`src/logic/bcsa_pkg.sv`:
```
// Purpose: constants and types for the bit-clear and shift execution datapath
// Assumes: 16-bit words, bit 0 is the most significant bit in the processor's own numbering
// Notes:   register offsets are word addresses on the avalon slave (byte address = 4 * index)
package bcsa_pkg;
    localparam int W = 16;

    // opcode bases (top bits of the instruction)
    localparam logic [3:0] OP_BCLR_WORD = 4'h4;
    localparam logic [3:0] OP_BCLR_BYTE = 4'h5;
    localparam logic [7:0] OP_ARS       = 8'h08;
    localparam logic [7:0] OP_LRS       = 8'h09;
    localparam logic [7:0] OP_LSZ       = 8'h0a;

    // shift format fields in lsb-0 numbering: count in msb-0 bits 8..11, register in 12..15
    localparam int CNT_LSB = 4;
    localparam int REG_LSB = 0;

    // flag positions, msb-0 numbering turned into lsb-0 index
    localparam int FL_LGT = 15;
    localparam int FL_AGT = 14;
    localparam int FL_EQ  = 13;
    localparam int FL_C   = 12;
    localparam int FL_SCH = 11;
    localparam int FL_PAR = 10;

    localparam logic [4:0] FULL_SHIFT = 5'h10;

    // avalon word offsets
    localparam logic [2:0] A_INSTR  = 3'h0;
    localparam logic [2:0] A_SRC    = 3'h1;
    localparam logic [2:0] A_DST    = 3'h2;
    localparam logic [2:0] A_WR0    = 3'h3;
    localparam logic [2:0] A_CTRL   = 3'h4;
    localparam logic [2:0] A_FLAGS  = 3'h5;
    localparam logic [2:0] A_RESULT = 3'h6;

    localparam logic [15:0] FLAGS_RST = 16'h0000;

    typedef enum logic [1:0] {
        BCSA_IDLE = 2'b00,
        BCSA_SHFT = 2'b01,
        BCSA_DONE = 2'b10
    } bcsa_state_t;
endpackage : bcsa_pkg

```
`src/logic/bcsa_top.sv`:
```
// Purpose: bit-clear and workspace shift execution datapath with an avalon register slave
// Assumes: software loads instruction and operands, then writes the start bit
// Notes:   shifts run one position per clock; byte ops work on the high byte
module bcsa_top
    import bcsa_pkg::*;
(
    // clock and reset
    input  wire logic        clk,
    input  wire logic        rst,
    // avalon-mm slave
    input  wire logic [2:0]  avs_address,
    input  wire logic        avs_read,
    input  wire logic        avs_write,
    input  wire logic [31:0] avs_writedata,
    output logic      [31:0] avs_readdata,
    output logic             avs_waitrequest,
    // status pins
    output logic             busy,
    output logic      [15:0] processor_flags
);
    import bcsa_pkg::*;

    // opcode decode shared by the step select and the state machine
    function automatic logic is_shift(input logic [15:0] ins);
        is_shift = (ins[15:8] == OP_ARS) || (ins[15:8] == OP_LRS) || (ins[15:8] == OP_LSZ);
    endfunction : is_shift

    function automatic logic [1:0] shift_mode(input logic [15:0] ins);
        case (ins[15:8])
            OP_ARS:  shift_mode = 2'd0;
            OP_LRS:  shift_mode = 2'd1;
            default: shift_mode = 2'd2;
        endcase
    endfunction : shift_mode

    // operand, result and status registers
    bcsa_state_t state_ff, nxt_state;
    logic [15:0] instr_ff, nxt_instr;
    logic [15:0] src_ff, nxt_src;
    logic [15:0] dst_ff, nxt_dst;
    logic [15:0] wr0_ff, nxt_wr0;
    logic        dreg_ff, nxt_dreg;
    logic [15:0] flags_ff, nxt_flags;
    logic [15:0] result_ff, nxt_result;
    logic [4:0]  cnt_ff, nxt_cnt;
    logic        schg_ff, nxt_schg;
    logic        cy_ff, nxt_cy;
    logic        wait_ff, nxt_wait;
    logic [31:0] rdata_ff, nxt_rdata;
    logic        busy_ff, nxt_busy;
    logic        done_ff, nxt_done;

    // combinational answers of the two units
    logic [15:0] lu_res;
    logic        lu_lgt, lu_agt, lu_eq, lu_par;
    logic [15:0] sh_out;
    logic        sh_cy, sh_chg;
    logic        is_bw, is_bb;
    logic [3:0]  fcnt;

    bcsa_logic_unit u_logic (
        .src        (src_ff),
        .dst        (dst_ff),
        .byte_op    (is_bb),
        .dst_is_reg (dreg_ff),
        .res        (lu_res),
        .lgt        (lu_lgt),
        .agt        (lu_agt),
        .eq         (lu_eq),
        .par        (lu_par)
    );

    // one position per clock: small, but a shift
    // of n positions keeps busy high for n+2 cycles
    bcsa_shift_step u_step (
        .din      (result_ff),
        .mode     (shift_mode(instr_ff)),
        .dout     (sh_out),
        .cout     (sh_cy),
        .sign_chg (sh_chg)
    );

    assign is_bw = instr_ff[15:12] == OP_BCLR_WORD;
    assign is_bb = instr_ff[15:12] == OP_BCLR_BYTE;
    assign fcnt  = instr_ff[CNT_LSB +: 4];

    // one wait cycle per access so read data come from a register
    always_comb
    begin
        nxt_wait  = 1'b1;
        nxt_rdata = rdata_ff;
        if ((avs_read || avs_write) && wait_ff)
        begin
            nxt_wait = 1'b0;
            // read data prepared while waitrequest is still high
            if (avs_read)
            begin
                case (avs_address)
                    A_INSTR:  nxt_rdata = {16'h0000, instr_ff};
                    A_SRC:    nxt_rdata = {16'h0000, src_ff};
                    A_DST:    nxt_rdata = {16'h0000, dst_ff};
                    A_WR0:    nxt_rdata = {16'h0000, wr0_ff};
                    A_CTRL:   nxt_rdata = {29'h0, done_ff, dreg_ff, busy_ff};
                    A_FLAGS:  nxt_rdata = {16'h0000, flags_ff};
                    A_RESULT: nxt_rdata = {16'h0000, result_ff};
                    default:  nxt_rdata = 32'h0000_0000;
                endcase
            end
        end
    end

    // writes land only at the edge that sees waitrequest low
    always_comb
    begin
        nxt_state  = state_ff;
        nxt_instr  = instr_ff;
        nxt_src    = src_ff;
        nxt_dst    = dst_ff;
        nxt_wr0    = wr0_ff;
        nxt_dreg   = dreg_ff;
        nxt_flags  = flags_ff;
        nxt_result = result_ff;
        nxt_cnt    = cnt_ff;
        nxt_schg   = schg_ff;
        nxt_cy     = cy_ff;
        nxt_busy   = busy_ff;
        nxt_done   = done_ff;

        // writes while an operation runs are dropped
        if (avs_write && !wait_ff && !busy_ff)
        begin
            case (avs_address)
                A_INSTR: nxt_instr = avs_writedata[15:0];
                A_SRC:   nxt_src   = avs_writedata[15:0];
                A_DST:   nxt_dst   = avs_writedata[15:0];
                A_WR0:   nxt_wr0   = avs_writedata[15:0];
                A_FLAGS: nxt_flags = avs_writedata[15:0];
                A_CTRL:
                begin
                    nxt_dreg = avs_writedata[1];
                    if (avs_writedata[0])
                    begin
                        nxt_busy  = 1'b1;
                        nxt_done  = 1'b0;
                        nxt_state = BCSA_SHFT;
                    end
                end
                default: nxt_instr = instr_ff;
            endcase
        end

        case (state_ff)
            BCSA_IDLE:
            begin
                nxt_state = nxt_state;
            end
            BCSA_SHFT:
            begin
                if (is_bw || is_bb)
                begin
                    // one pass, the source register is never written
                    nxt_result = lu_res;
                    nxt_flags[FL_LGT] = lu_lgt;
                    nxt_flags[FL_AGT] = lu_agt;
                    nxt_flags[FL_EQ]  = lu_eq;
                    if (is_bb)
                        nxt_flags[FL_PAR] = lu_par;
                    nxt_state = BCSA_DONE;
                end
                else if (is_shift(instr_ff) && cnt_ff == 5'h00)
                begin
                    // first pass: load operand and pick the count
                    // count latched once, so it cannot move mid-shift
                    nxt_result = dst_ff;
                    nxt_schg   = 1'b0;
                    nxt_cy     = 1'b0;
                    if (fcnt != 4'h0)
                        nxt_cnt = {1'b0, fcnt};
                    else if (wr0_ff[3:0] != 4'h0)
                        nxt_cnt = {1'b0, wr0_ff[3:0]};
                    else
                        nxt_cnt = FULL_SHIFT;
                    nxt_state = BCSA_IDLE;
                end
                else
                begin
                    nxt_state = BCSA_DONE;
                end
                if (is_shift(instr_ff) && cnt_ff == 5'h00)
                    nxt_state = BCSA_SHFT;
                if (is_shift(instr_ff) && cnt_ff != 5'h00)
                begin
                    nxt_result = sh_out;
                    nxt_cy     = sh_cy;
                    nxt_schg   = schg_ff | sh_chg;
                    nxt_cnt    = cnt_ff - 5'h01;
                    nxt_state  = (cnt_ff == 5'h01) ? BCSA_DONE : BCSA_SHFT;
                end
                if (is_shift(instr_ff) && cnt_ff == 5'h00 && nxt_cnt == 5'h00)
                    nxt_state = BCSA_DONE;
            end
            BCSA_DONE:
            begin
                // shift flags land together once the last step is in
                if (is_shift(instr_ff))
                begin
                    nxt_flags[FL_LGT] = result_ff != 16'h0000;
                    nxt_flags[FL_AGT] = (result_ff != 16'h0000) && !result_ff[15];
                    nxt_flags[FL_EQ]  = result_ff == 16'h0000;
                    nxt_flags[FL_C]   = cy_ff;
                    // right shifts leave the sign-change flag alone
                    if (shift_mode(instr_ff) == 2'd2)
                        nxt_flags[FL_SCH] = schg_ff;
                end
                nxt_busy  = 1'b0;
                nxt_done  = 1'b1;
                nxt_state = BCSA_IDLE;
            end
            default:
            begin
                nxt_state = BCSA_IDLE;
            end
        endcase
    end

    // operation and register state
    always_ff @(posedge clk)
    begin
        if (rst)
        begin
            state_ff  <= BCSA_IDLE;
            instr_ff  <= 16'h0000;
            src_ff    <= 16'h0000;
            dst_ff    <= 16'h0000;
            wr0_ff    <= 16'h0000;
            dreg_ff   <= 1'b0;
            flags_ff  <= FLAGS_RST;
            result_ff <= 16'h0000;
            cnt_ff    <= 5'h00;
            schg_ff   <= 1'b0;
            cy_ff     <= 1'b0;
            busy_ff   <= 1'b0;
            done_ff   <= 1'b0;
        end
        else
        begin
            state_ff  <= nxt_state;
            instr_ff  <= nxt_instr;
            src_ff    <= nxt_src;
            dst_ff    <= nxt_dst;
            wr0_ff    <= nxt_wr0;
            dreg_ff   <= nxt_dreg;
            flags_ff  <= nxt_flags;
            result_ff <= nxt_result;
            cnt_ff    <= nxt_cnt;
            schg_ff   <= nxt_schg;
            cy_ff     <= nxt_cy;
            busy_ff   <= nxt_busy;
            done_ff   <= nxt_done;
        end
    end

    // bus handshake state
    always_ff @(posedge clk)
    begin
        if (rst)
        begin
            wait_ff  <= 1'b1;
            rdata_ff <= 32'h0000_0000;
        end
        else
        begin
            wait_ff  <= nxt_wait;
            rdata_ff <= nxt_rdata;
        end
    end

    // outputs come straight from registers
    assign avs_readdata    = rdata_ff;
    assign avs_waitrequest = wait_ff;
    assign busy            = busy_ff;
    assign processor_flags = flags_ff;
endmodule : bcsa_top

```
`src/logic/bcsa_logic_unit.sv`:
```
// Purpose: combinational bit-clear and compare-to-zero for word and byte
// Assumes: byte operands sit in the high byte of a word
// Notes:   result is the full word to store back
module bcsa_logic_unit
    import bcsa_pkg::*;
(
    // operands
    input  wire logic [15:0] src,
    input  wire logic [15:0] dst,
    input  wire logic        byte_op,
    input  wire logic        dst_is_reg,
    // answer
    output logic      [15:0] res,
    output logic             lgt,
    output logic             agt,
    output logic             eq,
    output logic             par
);
    logic [15:0] cleared;
    logic [7:0]  rbyte;

    always_comb
    begin
        cleared = dst & ~src;
        rbyte   = dst[15:8] & ~src[15:8];
        if (byte_op)
        begin
            // low byte kept as fetched, for a workspace register and a memory operand alike
            res = dst_is_reg ? {rbyte, dst[7:0]} : {rbyte, dst[7:0]};
            lgt = rbyte != 8'h00;
            agt = (rbyte != 8'h00) && !rbyte[7];
            eq  = rbyte == 8'h00;
            par = ^rbyte;
        end
        else
        begin
            res = cleared;
            lgt = cleared != 16'h0000;
            agt = (cleared != 16'h0000) && !cleared[15];
            eq  = cleared == 16'h0000;
            par = 1'b0;
        end
    end
endmodule : bcsa_logic_unit

```
`src/logic/bcsa_shift_step.sv`:
```
// Purpose: one single-position shift step with carry and sign-change detect
// Assumes: mode 0 arithmetic right, 1 logical right, 2 left zero fill
// Notes:   iterated by the top one position per clock
module bcsa_shift_step
    import bcsa_pkg::*;
(
    // operand
    input  wire logic [15:0] din,
    input  wire logic [1:0]  mode,
    // answer
    output logic      [15:0] dout,
    output logic             cout,
    output logic             sign_chg
);
    always_comb
    begin
        dout     = din;
        cout     = 1'b0;
        sign_chg = 1'b0;
        case (mode)
            2'd0:
            begin
                dout = {din[15], din[15:1]};
                cout = din[0];
            end
            2'd1:
            begin
                dout = {1'b0, din[15:1]};
                cout = din[0];
            end
            2'd2:
            begin
                dout     = {din[14:0], 1'b0};
                cout     = din[15];
                sign_chg = din[15] ^ din[14];
            end
            default:
            begin
                dout = din;
            end
        endcase
    end
endmodule : bcsa_shift_step

```
`config.mk`:
```
export PLATFORM = sky130hd
export DESIGN_NAME = bcsa_top
export DESIGN_NICKNAME = d
export VERILOG_FILES = /design/src/logic/bcsa_pkg.sv /design/src/logic/bcsa_top.sv /design/src/logic/bcsa_logic_unit.sv /design/src/logic/bcsa_shift_step.sv
export SDC_FILE = /design/constraint.sdc
export NUM_CORES = 1
export LEC_CHECK = 0
export BUFFER_PORTS_ARGS = -buffer_cell sky130_fd_sc_hd__clkbuf_2
export CORE_AREA = 5 5 142 198
export DETAILED_ROUTE_END_ITERATION = 12
export DIE_AREA = 0 0 147 203
export GPL_TIMING_DRIVEN = 0
export MAX_ROUTING_LAYER = met4
export PLACE_DENSITY = 0.38
export SLEW_MARGIN = 20
export SYNTH_ARGS = -nofsm -noshare
export SYNTH_HDL_FRONTEND = slang
export SYNTH_SLANG_ARGS = --single-unit
export TNS_END_PERCENT = 20
```
`constraint.sdc`:
```
create_clock -name clk -period 2.2 [get_ports clk]
set_input_delay 0.44 -clock clk [delete_from_list [all_inputs] [get_ports clk]]
set_output_delay 0.44 -clock clk [all_outputs]
set_load 0.02 [all_outputs]
```
Yosys cells after proc, flatten, opt, wreduce, memory -nomap -nowiden
Cells that the tools add are included.

Input port bits: 39. Output and inout bits: 50. Register bits after elaboration: 141. Word-level logic and storage cells: 148.

Multiplexer cells: 47. Bitwise logic cells: 6. $add $sub $neg: 1. Equal/unequal tests: 24. Reduce and logical (&&, ||, !) cells: 53.

Operators with widths (number): $pmux 16 s7 (1); $mux 16 (6); $pmux 16 s3 (1); $mux 5 (7); $logic_not 16->1 (2); $reduce_bool 16->1 (2); $eq 8x4->1 const B (3); $mux 2 (10); $mux 1 (17); $and 16x16->16 (1); $not 16->16 (1); $reduce_and 3->1 (5); $reduce_and 2->1 (7); $logic_not 5->1 (2); $eq 3x3->1 const B (3); $logic_and 1x1->1 (9); $and 8x8->8 (1); $eq 4x3->1 const B (2); $logic_not 8->1 (1); $not 8->8 (1); $pmux 2 s2 (2); $reduce_bool 2->1 (4); $reduce_bool 4->1 (2); $reduce_bool 8->1 (1); 24 further kinds (40).

Logic depth before layout (Yosys ltp)
Gate-level depths: netlist of run 1.

Depth in word-level cells: 12. Depth in mapped cells: 9. Mapped depth without buffers: 8.

Modules after synthesis
Synthesis of run 1 repeated with hierarchy kept, for this count alone.

Cell total of the unflattened synthesis: 833. Area total of the unflattened synthesis: 6784.0 sq um.

By module, submodules not included: bcsa_top (area each 6090.8 sq um, cells each 723, instances 1, seq. area each 2502.4 sq um); bcsa_shift_step (area each 380.4 sq um, cells each 59, instances 1, seq. area each 0.0 sq um); bcsa_logic_unit (area each 312.8 sq um, cells each 51, instances 1, seq. area each 0.0 sq um).

Worst setup path after synthesis of run 1
No wires, ideal clock.

Path kind: input to register. Start point: in avs_write. End point: reg wr0_ff[6]. Library setup time: 128 ps. Required time: 2072 ps. Arrival time: 1708 ps. Cell stages on the path: 8. Buffers on the path: 3. Path slack: 365 ps. Cell sequence: nor3b_2 nor2b_1 buf_2 and3_1 buf_4 buf_6 mux2i_1 nor2_1.

Cells in the longest elaborated chain, start to end: 3.

Ends and longest elaborated chain: start, declared (RTL line bcsa_top.sv:13) `input wire logic avs_write,`; $logic_and 1x1->1 (2 in series) (RTL line bcsa_top.sv:130) `if (avs_write && !wait_ff && !busy_ff)`; $reduce_and 2->1 (no line); end signal, assigned (RTL line bcsa_top.sv:251) `wr0_ff <= nxt_wr0;`; end, declared (RTL line bcsa_top.sv:41) `logic [15:0] wr0_ff, nxt_wr0;`.

No other way between the ends. A chain may end at the register's enable or synchronous reset.

Final worst setup path of run 1
Start point: reg instr_ff[15]. End point: reg result_ff[4].

Cells in the longest elaborated chain, start to end: 6. Elaborated cells on any way between the ends: 21. Those cells by class: eq/ne (8); mux (5); reduce/logical (8).

Ends and longest elaborated chain: start, declared (RTL line bcsa_top.sv:38) `logic [15:0] instr_ff, nxt_instr;`; start signal, assigned (RTL line bcsa_top.sv:248) `instr_ff <= nxt_instr;`; branches (longest 6 deep; another with $eq 8x4->1); end signal, assigned (RTL line bcsa_top.sv:254) `result_ff <= nxt_result;`; end, declared (RTL line bcsa_top.sv:44) `logic [15:0] result_ff, nxt_result;`.

Parallel ways; which one is timed is not known.

==> reports/qor.csv, run 1 <==
stage;metric;value;unit
grt;grt_max_degree;17;
job;maxCapViolations;0;
layout;stdcell_area;0.00785;mm2
synth;synth_area;0.00642;mm2
drt;vias_per_cell;5.19;
sta;hold_ws;0.215;ns
synth;synth.top_cell.area_share;0.390;
clock_network;ctsHtreeMaxLevel;4;
sta;max_freq;472;MHz
sta;grt_setup_unrepaired;yes;
sta;fin_crit;2.12;ns
critical_path;required;2.56;ns
sta;setup_ws;0.0826;ns
critical_path;path_max_fanout;10;
power_and_ir_drop;peakVddDrop;0.000555;V
drt;wl;28800;um
synth;netlist_instances;795;
critical_path;crit_path_start_kind;flip-flop;
drt;wl_per_cell;23.6;um
die;initial_core_util;0.247;
synth;yosys.cell_count.top_type;nand2_1;
synth;syn_avg_cell_area;8.08;um2
placement;placed_cell_area;0.00716;mm2
power_and_ir_drop;power_density;734;mW/mm2
synth;synth-edff-count;0;
synth;synth_warnings;0;
min_path;hold_path.class;primary input to flip-flop;
sta;finalClockSkew;0.00767;ns
clock_network;cts.sinks;125;
drt;drtIter0Drc;573;
die;rows;70;
drt;routed-via-count;6342;
synth;synth_area_leaders;dfxtp_1, a21oi_1, nand2_1, mux2i_1, nand3_1;
sta;hold_viol;0;
sta;finalSetupViolCount;0;
layout;syn_to_final_growth;22.1;%
clock_network;path_clk_slew;0.06;ns
drt;post-route-drc-count;0;
placement;place_hpwl;22100;um
sta;relSlewSlack;0.302;
synth;synth_flop_cell;dfxtp_1;
clock_network;cts_tree;built;
synth;netlist-cell-type-count;55;
status;status;completed;
clock_network;cts_hold_buf;0;
power_and_ir_drop;leakagePower;2.83;nW
synth;yosysTopAreaCell;dfxtp_1;
grt;gr-total-overflow;0;
drt;first_pass_iters;5;
synth;ys_async_sr_fraction;0;
synth;synth-seq-area-share;0.390;
synth;ys_top_cells_by_count;nand2_1, dfxtp_1, a21oi_1, nand3_1, nor2_1;
critical_path;arrival;2.48;ns
die;die-area;0.0298;mm2
placement;gp_congestion;0.899;
layout;antenna_cells;0;
critical_path;end_kind;flip-flop;
sta;finalMaxSlewViolations;0;
synth;ys_ff_latch;125;
layout;drive_gt1_frac;0.184;
grt;grt_pass1_wl;42400;um
clock_network;cts_buffer_depth;2;
die;fp.dieH;203;um
grt;grt_pass1_vias;6355;
power_and_ir_drop;p_total;5.76;mW
drt;antenna_left;0;
die;core;0.0260;mm2
grt;antenna_found_initial;0;
die;ios;89;
sta;tightest_slew;1.04;ns
placement;io_buffers;55;
clock_network;clock_latency;0.43;ns
grt;track_usage;0.200;
critical_path;path_class;flip-flop to flip-flop;
clock_network;cts-root-buf;clkbuf_16;
placement;place_ws;-0.580;ns
clock_network;cts_inserted_buffers;17;
sta;min_period_over_period;0.962;
die;die_x;147;um
layout;final_nets;937;
sta;setup_tns;0;ns
==> cells by family after synthesis <==
group / after synthesis / share of synthesized area
adder cells (fa/ha/maj): 11 / 0.0214
XOR/XNOR: 3 / 0.00409
AND/OR/NAND/NOR: 310 / 0.222
flip-flops: 125 / 0.390
AO/OA/AOI/OAI: 196 / 0.183
other: 1 / 0.000584
multiplexers: 60 / 0.113
buffers and inverters: 89 / 0.0664
==> flip-flops by register name, summed over array words and instances, names as in the netlist <==
| signal | flops |
|---|---|
| avs_readdata | 16 |
| avs_waitrequest | 1 |
| busy | 1 |
| cnt_ff | 5 |
| cy_ff | 1 |
| done_ff | 1 |
| dreg_ff | 1 |
| dst_ff | 16 |
| instr_ff | 16 |
| processor_flags | 16 |
| result_ff | 16 |
| schg_ff | 1 |
| src_ff | 16 |
| state_ff | 2 |
| wr0_ff | 16 |
==> area by class of cell <==
class / instances / area (um2)
fillers: 2795 / 18200
multi-input cells: 596 / 3610
flip-flops and latches: 125 / 2500
clock buffers: 26 / 519
well taps: 324 / 405
plain buffers: 73 / 392
repair buffers: 58 / 298
inverters: 16 / 60.1
clock inverters: 5 / 55.1
==> power breakdown <==
part / switching, mW / internal, mW
clock: 1.07 / 1.72
combinational: 0.446 / 0.186
sequential: 0.0364 / 2.30
==> critical path, stage by stage (launching register included) <==
cell and delay [ns]:
dfxtp_1 0.40, nor4b_4 0.50, nand2_2 0.31, buf_2 0.31
mux2i_1 0.15, o211ai_1 0.16, o21ai_0 0.10, nor2_1 0.11
==> per-stage QoR <==
stage / utilization / std cells
finish: 0.302 / 1223
global route: 0.302 / 1223
CTS: 0.299 / 1220
detailed placement: 0.275 / 1189
global placement: 0.275 / 1189
floorplan: - / 810
==> path summary, 6_finish.rpt <==
kind,start,endpoint,slack [ns],depth (start not counted)
worst min register to register,instr_ff[2]$_SDFFE_PP0P_,instr_ff[2]$_SDFFE_PP0P_,0.47,2
worst min-delay path,avs_read,avs_waitrequest$_SDFF_PP1_,0.21,2
worst max register to register,instr_ff[15]$_SDFFE_PP0P_,result_ff[4]$_SDFFE_PP0P_,0.08,7
worst max-delay path,instr_ff[15]$_SDFFE_PP0P_,result_ff[4]$_SDFFE_PP0P_,0.08,7
==> layout by cell type, fill, tap and decap left out, types with 3 or more instances in the layout <==
master     synthesis  layout
nand2_1          126     126
dfxtp_1          125     124
a21oi_1           96      96
nand3_1           76      74
clkbuf_2           1      62
nor2_1            61      60
mux2i_1           39      39
clkbuf_1          36      33
o21ai_0           29      29
a22oi_1           24      24
buf_4             17      20
clkbuf_16          0      17
conb_1             1      16
inv_1             16      15
buf_2             16      12
mux2_2            12      12
ha_1              11      11
mux4_2             9       9
nand2b_1           8       8
nor3_1             8       8
o211ai_1           8       8
nor2b_1            7       7
o22ai_1            6       6
clkbuf_8           0       6
a211oi_1           6       5
and3_1             4       4
nor4_1             5       4
buf_6              1       3
a311oi_1           3       3
a32oi_1            3       3
a221o_1            3       3
==> timing repair <==
| item | CTS | global route |
|---|---|---|
| resized for setup | 13 | 16 |
| endpoints found under the hold margin | 0 | 0 |
| setup buffers | 0 | 3 |
| pin swaps | 1 | 1 |
| setup endpoints to repair | 74 | 74 |
==> per-layer routing <==
metal	wire [um]	vias to the layer above	global-route usage	part of all wire
li1	-	3004	-	-
met1	11600	3094	0.227	0.40
met2	15100	199	0.350	0.52
met3	1050	45	0.0266	0.036
met4	1130	0	0.0869	0.039
met5	0	-	-	0
No activity file was read; power rests on OpenSTA's default activity.
==> run 2, diff against run 1 <==
- CELL_PAD_IN_SITES_DETAIL_PLACEMENT: not set -> 0
- CELL_PAD_IN_SITES_GLOBAL_PLACEMENT: not set -> 1
- PLACE_DENSITY: 0.38 -> 0.48
==> run 2 against run 1 <==
Compared with the run above: clock skew increased by 0.0014 ns; fmax increased by 0.22%; critical path type unchanged; design area about the same; highest routed layer unchanged; largest power group unchanged; worst setup slack improved by 0.0047 ns.
==> reports/qor.csv, run 2 (same netlist as run 1, synthesis figures left out) <==
stage;metric;value;unit;change
status;status;completed;;unchanged
clock_network;cts_hold_buf;0;;unchanged
job;maxCapViolations;0;;unchanged
layout;syn_to_final_growth;22.2;%;was 22.1%
min_path;hold_path.class;primary input to flip-flop;;unchanged
layout;antenna_cells;0;;unchanged
placement;place_hpwl;22500;um;was 22100 um
clock_network;clock_latency;0.43;ns;about the same
sta;hold_viol;0;;unchanged
sta;fin_crit;2.11;ns;was 2.12 ns
clock_network;cts.sinks;125;;unchanged
drt;wl_per_cell;23.9;um;was 23.6 um
layout;ff_latch_area;0.00250;mm2;unchanged
clock_network;ctsHtreeMaxLevel;4;;unchanged
grt;grt_pass1_wl;43300;um;was 42400 um
clock_network;cts-root-buf;clkbuf_16;;unchanged
grt;gr-total-overflow;0;;unchanged
clock_network;cts_buffer_depth;2;;unchanged
die;fp.dieH;203;um;unchanged
sta;finalClockSkew;0.00905;ns;was 0.00767 ns
critical_path;crit_path_start_kind;flip-flop;;unchanged
sta;tightest_slew;0.952;ns;was 1.04 ns
drt;post-route-drc-count;0;;unchanged
layout;layout_commonest_cell;nand2_1;;unchanged
drt;drtIter0Drc;541;;was 573
sta;finalMaxSlewViolations;0;;unchanged
die;initial_core_util;0.247;;unchanged
sta;relSlewSlack;0.366;;was 0.302
clock_network;cts_tree;built;;unchanged
layout;drive_gt1_frac;0.179;;was 0.184
die;ios;89;;unchanged
layout;layout_common_cells;nand2_1, dfxtp_1, a21oi_1;;unchanged
critical_path;path_max_fanout;9;;was 10
placement;io_buffers;55;;unchanged
power_and_ir_drop;leakagePower;2.83;nW;about the same
grt;grt_pass1_vias;6365;;was 6355
sta;finalSetupViolCount;0;;unchanged
die;core;0.0260;mm2;unchanged
critical_path;end_kind;flip-flop;;unchanged
die;die-area;0.0298;mm2;unchanged
sta;max_freq;473;MHz;was 472 MHz
sta;setup_tns;0;ns;unchanged
layout;stdcell_area;0.00785;mm2;about the same
clock_network;cts_inserted_buffers;17;;unchanged
power_and_ir_drop;power_density;728;mW/mm2;was 734 mW/mm2
drt;first_pass_iters;5;;unchanged
drt;wl;29200;um;was 28800 um
placement;placed_cell_area;0.00716;mm2;unchanged
critical_path;required;2.53;ns;was 2.56 ns
sta;grt_setup_unrepaired;yes;;unchanged
layout;fin_util;0.302;;about the same
sta;min_period_over_period;0.960;;was 0.962
die;rows;70;;unchanged
layout;nFillCells;2839;;was 2795
grt;track_usage;0.203;;was 0.200
clock_network;path_clk_slew;0.06;ns;about the same
grt;grt_max_degree;17;;unchanged
drt;routed-via-count;6252;;was 6342
drt;antenna_left;0;;unchanged
critical_path;path_class;flip-flop to flip-flop;;unchanged
drt;vias_per_cell;5.11;;was 5.19
layout;final_nets;938;;was 937
die;die_x;147;um;unchanged
power_and_ir_drop;peakVddDrop;0.000493;V;was 0.000555 V
critical_path;arrival;2.44;ns;was 2.48 ns
placement;gp_congestion;0.835;;was 0.899
grt;antenna_found_initial;0;;unchanged
layout;multi_input_area;0.00362;mm2;was 0.00361 mm2
[run 2: cell types whose count changed in the layout (fill, tap and decap cells not counted), moves of 2 or more]
cell	before	now
clkbuf_4	2	0
clkbuf_1	33	36
buf_8	0	2
clkbuf_2	62	60
clkbuf_8	6	2
[run 2: per-stage QoR]
step	hold slack, ns	worst slack [ns]	power, mW	std cells
final	0.235	0.0873	5.71	1223
after global routing	0.231	-0.0277	5.93	1223
after CTS	0.223	-0.0606	5.76	1221
after detailed placement	0.461	-0.540	3.00	1189
after global placement	0.452	-0.532	3.00	1189
after floorplan	0.433	0.365	2.74	810
[run 2: final timing paths]
path	cells after the start	from	end	slack [ns]
worst max-delay path	7	instr_ff[10]$_SDFFE_PP0P_	cnt_ff[4]$_SDFFE_PP0P_	0.09
worst min-delay path	2	avs_read	avs_waitrequest$_SDFF_PP1_	0.23
worst max register to register	7	instr_ff[10]$_SDFFE_PP0P_	cnt_ff[4]$_SDFFE_PP0P_	0.09
worst min register to register	2	avs_readdata[1]$_SDFFE_PP0P_	avs_readdata[1]$_SDFFE_PP0P_	0.47
[run 2: area by class of cell]
cell class / instances / area share
Buffer: 73 / 0.0507
Multi-Input combinational cell: 596 / 0.461
Tap cell: 324 / 0.0517
Clock inverter: 7 / 0.0115
Clock buffer: 23 / 0.0596
Timing Repair Buffer: 59 / 0.0389
Inverter: 16 / 0.00765
Sequential cell: 125 / 0.319
[run 2: routing by layer]
layer | global-route usage | share of wire | vias up
met4 | 0.0716 | 0.028 | 0
met1 | 0.231 | 0.41 | 3070
met2 | 0.365 | 0.53 | 151
met3 | 0.0261 | 0.030 | 40
met5 | - | 0 | -
li1 | - | - | 2991
[run 2: worst max-delay path, stage by stage, from the launching register on]
cell	delay, ns
dfxtp_1	0.40
nor4b_4	0.40
buf_4	0.19
nand3_4	0.16
nor4b_2	0.38
a31o_1	0.16
a21oi_1	0.06
a311oi_1	0.26
[run 2: power by group]
part	internal, mW	leakage [nW]	switching [mW]	total, mW
logic	0.186	1.55	0.449	0.634
clock network	1.71	0.269	1.04	2.74
registers	2.30	1.01	0.0348	2.34
[run 2: what timing repair did]
action | CTS | global route
gates resized for setup | 8 | 21
setup endpoints to repair | 50 | 93
pin swaps | 1 | 1
setup buffers | 2 | 2
==> run 3, diff against run 2 <==
- CORE_AREA: 5 5 142 198 -> 2 2 139 195
- CTS_CLUSTER_DIAMETER: not set -> 100
- DIE_AREA: 0 0 147 203 -> 0 0 141 197
==> run 3 against run 2 <==
Compared with the run above: combinational power is 0.9% lower; fmax is 1.6% higher; utilization is 0.23 points higher; design area is 0.75% higher; first-iteration DRC count is 17% lower; clock power is 9.5% higher; register-to-register slack better by 0.03 ns; sequential share of layout area is 0.25 points lower; worst setup slack better by 0.033 ns; worst hold slack worse by 0.0019 ns.
==> reports/qor.csv, run 3 (same netlist as run 1, synthesis figures left out) <==
stage;metric;value;unit;change
layout;nFillCells;2804;;was 2839
layout;layout_common_cells;nand2_1, dfxtp_1, a21oi_1;;unchanged
clock_network;cts_buffer_depth;2;;unchanged
clock_network;cts_inserted_buffers;17;;unchanged
placement;placed_cell_area;0.00716;mm2;unchanged
clock_network;cts_hold_buf;0;;unchanged
layout;ff_latch_area;0.00250;mm2;about the same
clock_network;cts.sinks;125;;unchanged
grt;grt_pass1_wl;42200;um;was 43300 um
drt;vias_per_cell;5.16;;was 5.11
drt;routed-via-count;6319;;was 6252
sta;min_period_over_period;0.945;;was 0.960
layout;stdcell_area;0.00791;mm2;was 0.00785 mm2
drt;post-route-drc-count;0;;unchanged
power_and_ir_drop;p_total;5.96;mW;was 5.71 mW
sta;finalSetupViolCount;0;;unchanged
placement;gp_congestion;0.905;;was 0.835
clock_network;clock_latency;0.43;ns;about the same
layout;layout_commonest_cell;nand2_1;;unchanged
critical_path;crit_path_start_kind;flip-flop;;unchanged
sta;finalClockSkew;0.00968;ns;was 0.00905 ns
clock_network;cts_tree;built;;unchanged
sta;fin_crit;2.08;ns;was 2.11 ns
grt;track_usage;0.219;;was 0.203
job;maxCapViolations;0;;unchanged
clock_network;cts-root-buf;clkbuf_16;;unchanged
sta;tightest_slew;0.969;ns;was 0.952 ns
power_and_ir_drop;leakagePower;2.87;nW;was 2.83 nW
drt;antenna_left;0;;unchanged
critical_path;path_class;flip-flop to flip-flop;;unchanged
drt;wl_per_cell;23.8;um;was 23.9 um
critical_path;path_max_fanout;10;;was 9
layout;antenna_cells;0;;unchanged
drt;wl;29100;um;was 29200 um
placement;place_ws;-0.560;ns;was -0.540 ns
die;die-area;0.0278;mm2;was 0.0298 mm2
layout;drive_gt1_frac;0.183;;was 0.179
layout;final_nets;938;;unchanged
drt;drtIter0Drc;447;;was 541
sta;hold_ws;0.233;ns;was 0.235 ns
grt;grt_max_degree;17;;unchanged
placement;io_buffers;55;;unchanged
grt;gr-total-overflow;0;;unchanged
critical_path;rr_worst_depth;8;;was 7
die;core;0.0260;mm2;unchanged
critical_path;end_kind;flip-flop;;unchanged
critical_path;arrival;2.37;ns;was 2.44 ns
layout;multi_input_area;0.00363;mm2;was 0.00362 mm2
sta;relSlewSlack;0.352;;was 0.366
grt;grt_pass1_vias;6295;;was 6365
min_path;hold_path.class;primary input to flip-flop;;unchanged
grt;antenna_found_initial;0;;unchanged
power_and_ir_drop;power_density;754;mW/mm2;was 728 mW/mm2
die;fp.dieH;197;um;was 203 um
sta;hold_viol;0;;unchanged
die;initial_core_util;0.247;;unchanged
sta;setup_ws;0.120;ns;was 0.0873 ns
layout;syn_to_final_growth;23.1;%;was 22.2%
die;ios;89;;unchanged
sta;max_freq;481;MHz;was 473 MHz
sta;finalMaxSlewViolations;0;;unchanged
placement;place_hpwl;22300;um;was 22500 um
min_path;hold_path_depth;2;;unchanged
power_and_ir_drop;peakVddDrop;0.000511;V;was 0.000493 V
die;rows;70;;unchanged
status;status;completed;;unchanged
clock_network;ctsHtreeMaxLevel;4;;unchanged
critical_path;required;2.49;ns;was 2.53 ns
clock_network;path_clk_slew;0.06;ns;about the same
sta;grt_setup_unrepaired;yes;;unchanged
die;die_x;141;um;was 147 um
drt;first_pass_iters;7;;was 5
-- run 3: worst paths after layout --
| path | to | from | slack [ns] |
|---|---|---|---|
| worst max-delay path | result_ff[5]$_SDFFE_PP0P_ | instr_ff[15]$_SDFFE_PP0P_ | 0.12 |
| worst min-delay path | avs_waitrequest$_SDFF_PP1_ | avs_read | 0.23 |
| worst max register to register | result_ff[5]$_SDFFE_PP0P_ | instr_ff[15]$_SDFFE_PP0P_ | 0.12 |
| worst min register to register | avs_readdata[1]$_SDFFE_PP0P_ | avs_readdata[1]$_SDFFE_PP0P_ | 0.46 |
-- run 3: report_power, final --
group          leakage (nW)  total, mW  internal [mW]  switching, mW
Sequential             1.01       2.34           2.30         0.0352
Combinational          1.55      0.628          0.186          0.443
Clock                 0.304       3.00           1.93           1.07
-- run 3: critical path, stage by stage, from the launching register on --
cell and delay (ns):
dfxtp_1 0.56, nor4b_4 0.08, buf_4 0.17, nand2_2 0.26
buf_2 0.37, mux2i_1 0.23, o211ai_1 0.10, o21ai_0 0.10
nor2_1 0.06
-- run 3: final cells by class --
class / count / share of cell area
Buffer: 73 / 0.0495
Clock buffer: 26 / 0.0644
Clock inverter: 6 / 0.0133
Inverter: 16 / 0.00760
Multi-Input combinational cell: 596 / 0.459
Sequential cell: 125 / 0.317
Tap cell: 324 / 0.0513
Timing Repair Buffer: 59 / 0.0386
-- run 3: through the flow --
step / utilization / TNS, ns / std cells
finish: 0.304 / 0 / 1225
global route: 0.304 / -0.00271 / 1225
CTS: 0.300 / -0.141 / 1221
detailed placement: 0.275 / -19.62 / 1189
global placement: 0.275 / -21.62 / 1189
floorplan: - / 0 / 810
-- run 3: metal layers --
| metal | track usage | routed length [um] | up-vias |
|---|---|---|---|
| li1 | - | - | 2983 |
| met1 | 0.248 | 11900 | 3111 |
| met2 | 0.383 | 15100 | 177 |
| met3 | 0.0265 | 948 | 48 |
| met4 | 0.106 | 1220 | 0 |
| met5 | - | 0 | - |
-- run 3: repair_timing --
action / CTS / global route
setup buffers: 0 / 4
pin swaps: 0 / 2
hold endpoints to repair: 0 / 0
gates cloned: 0 / 0
gates resized for setup: 8 / 23
endpoints found under the setup margin: 38 / 53
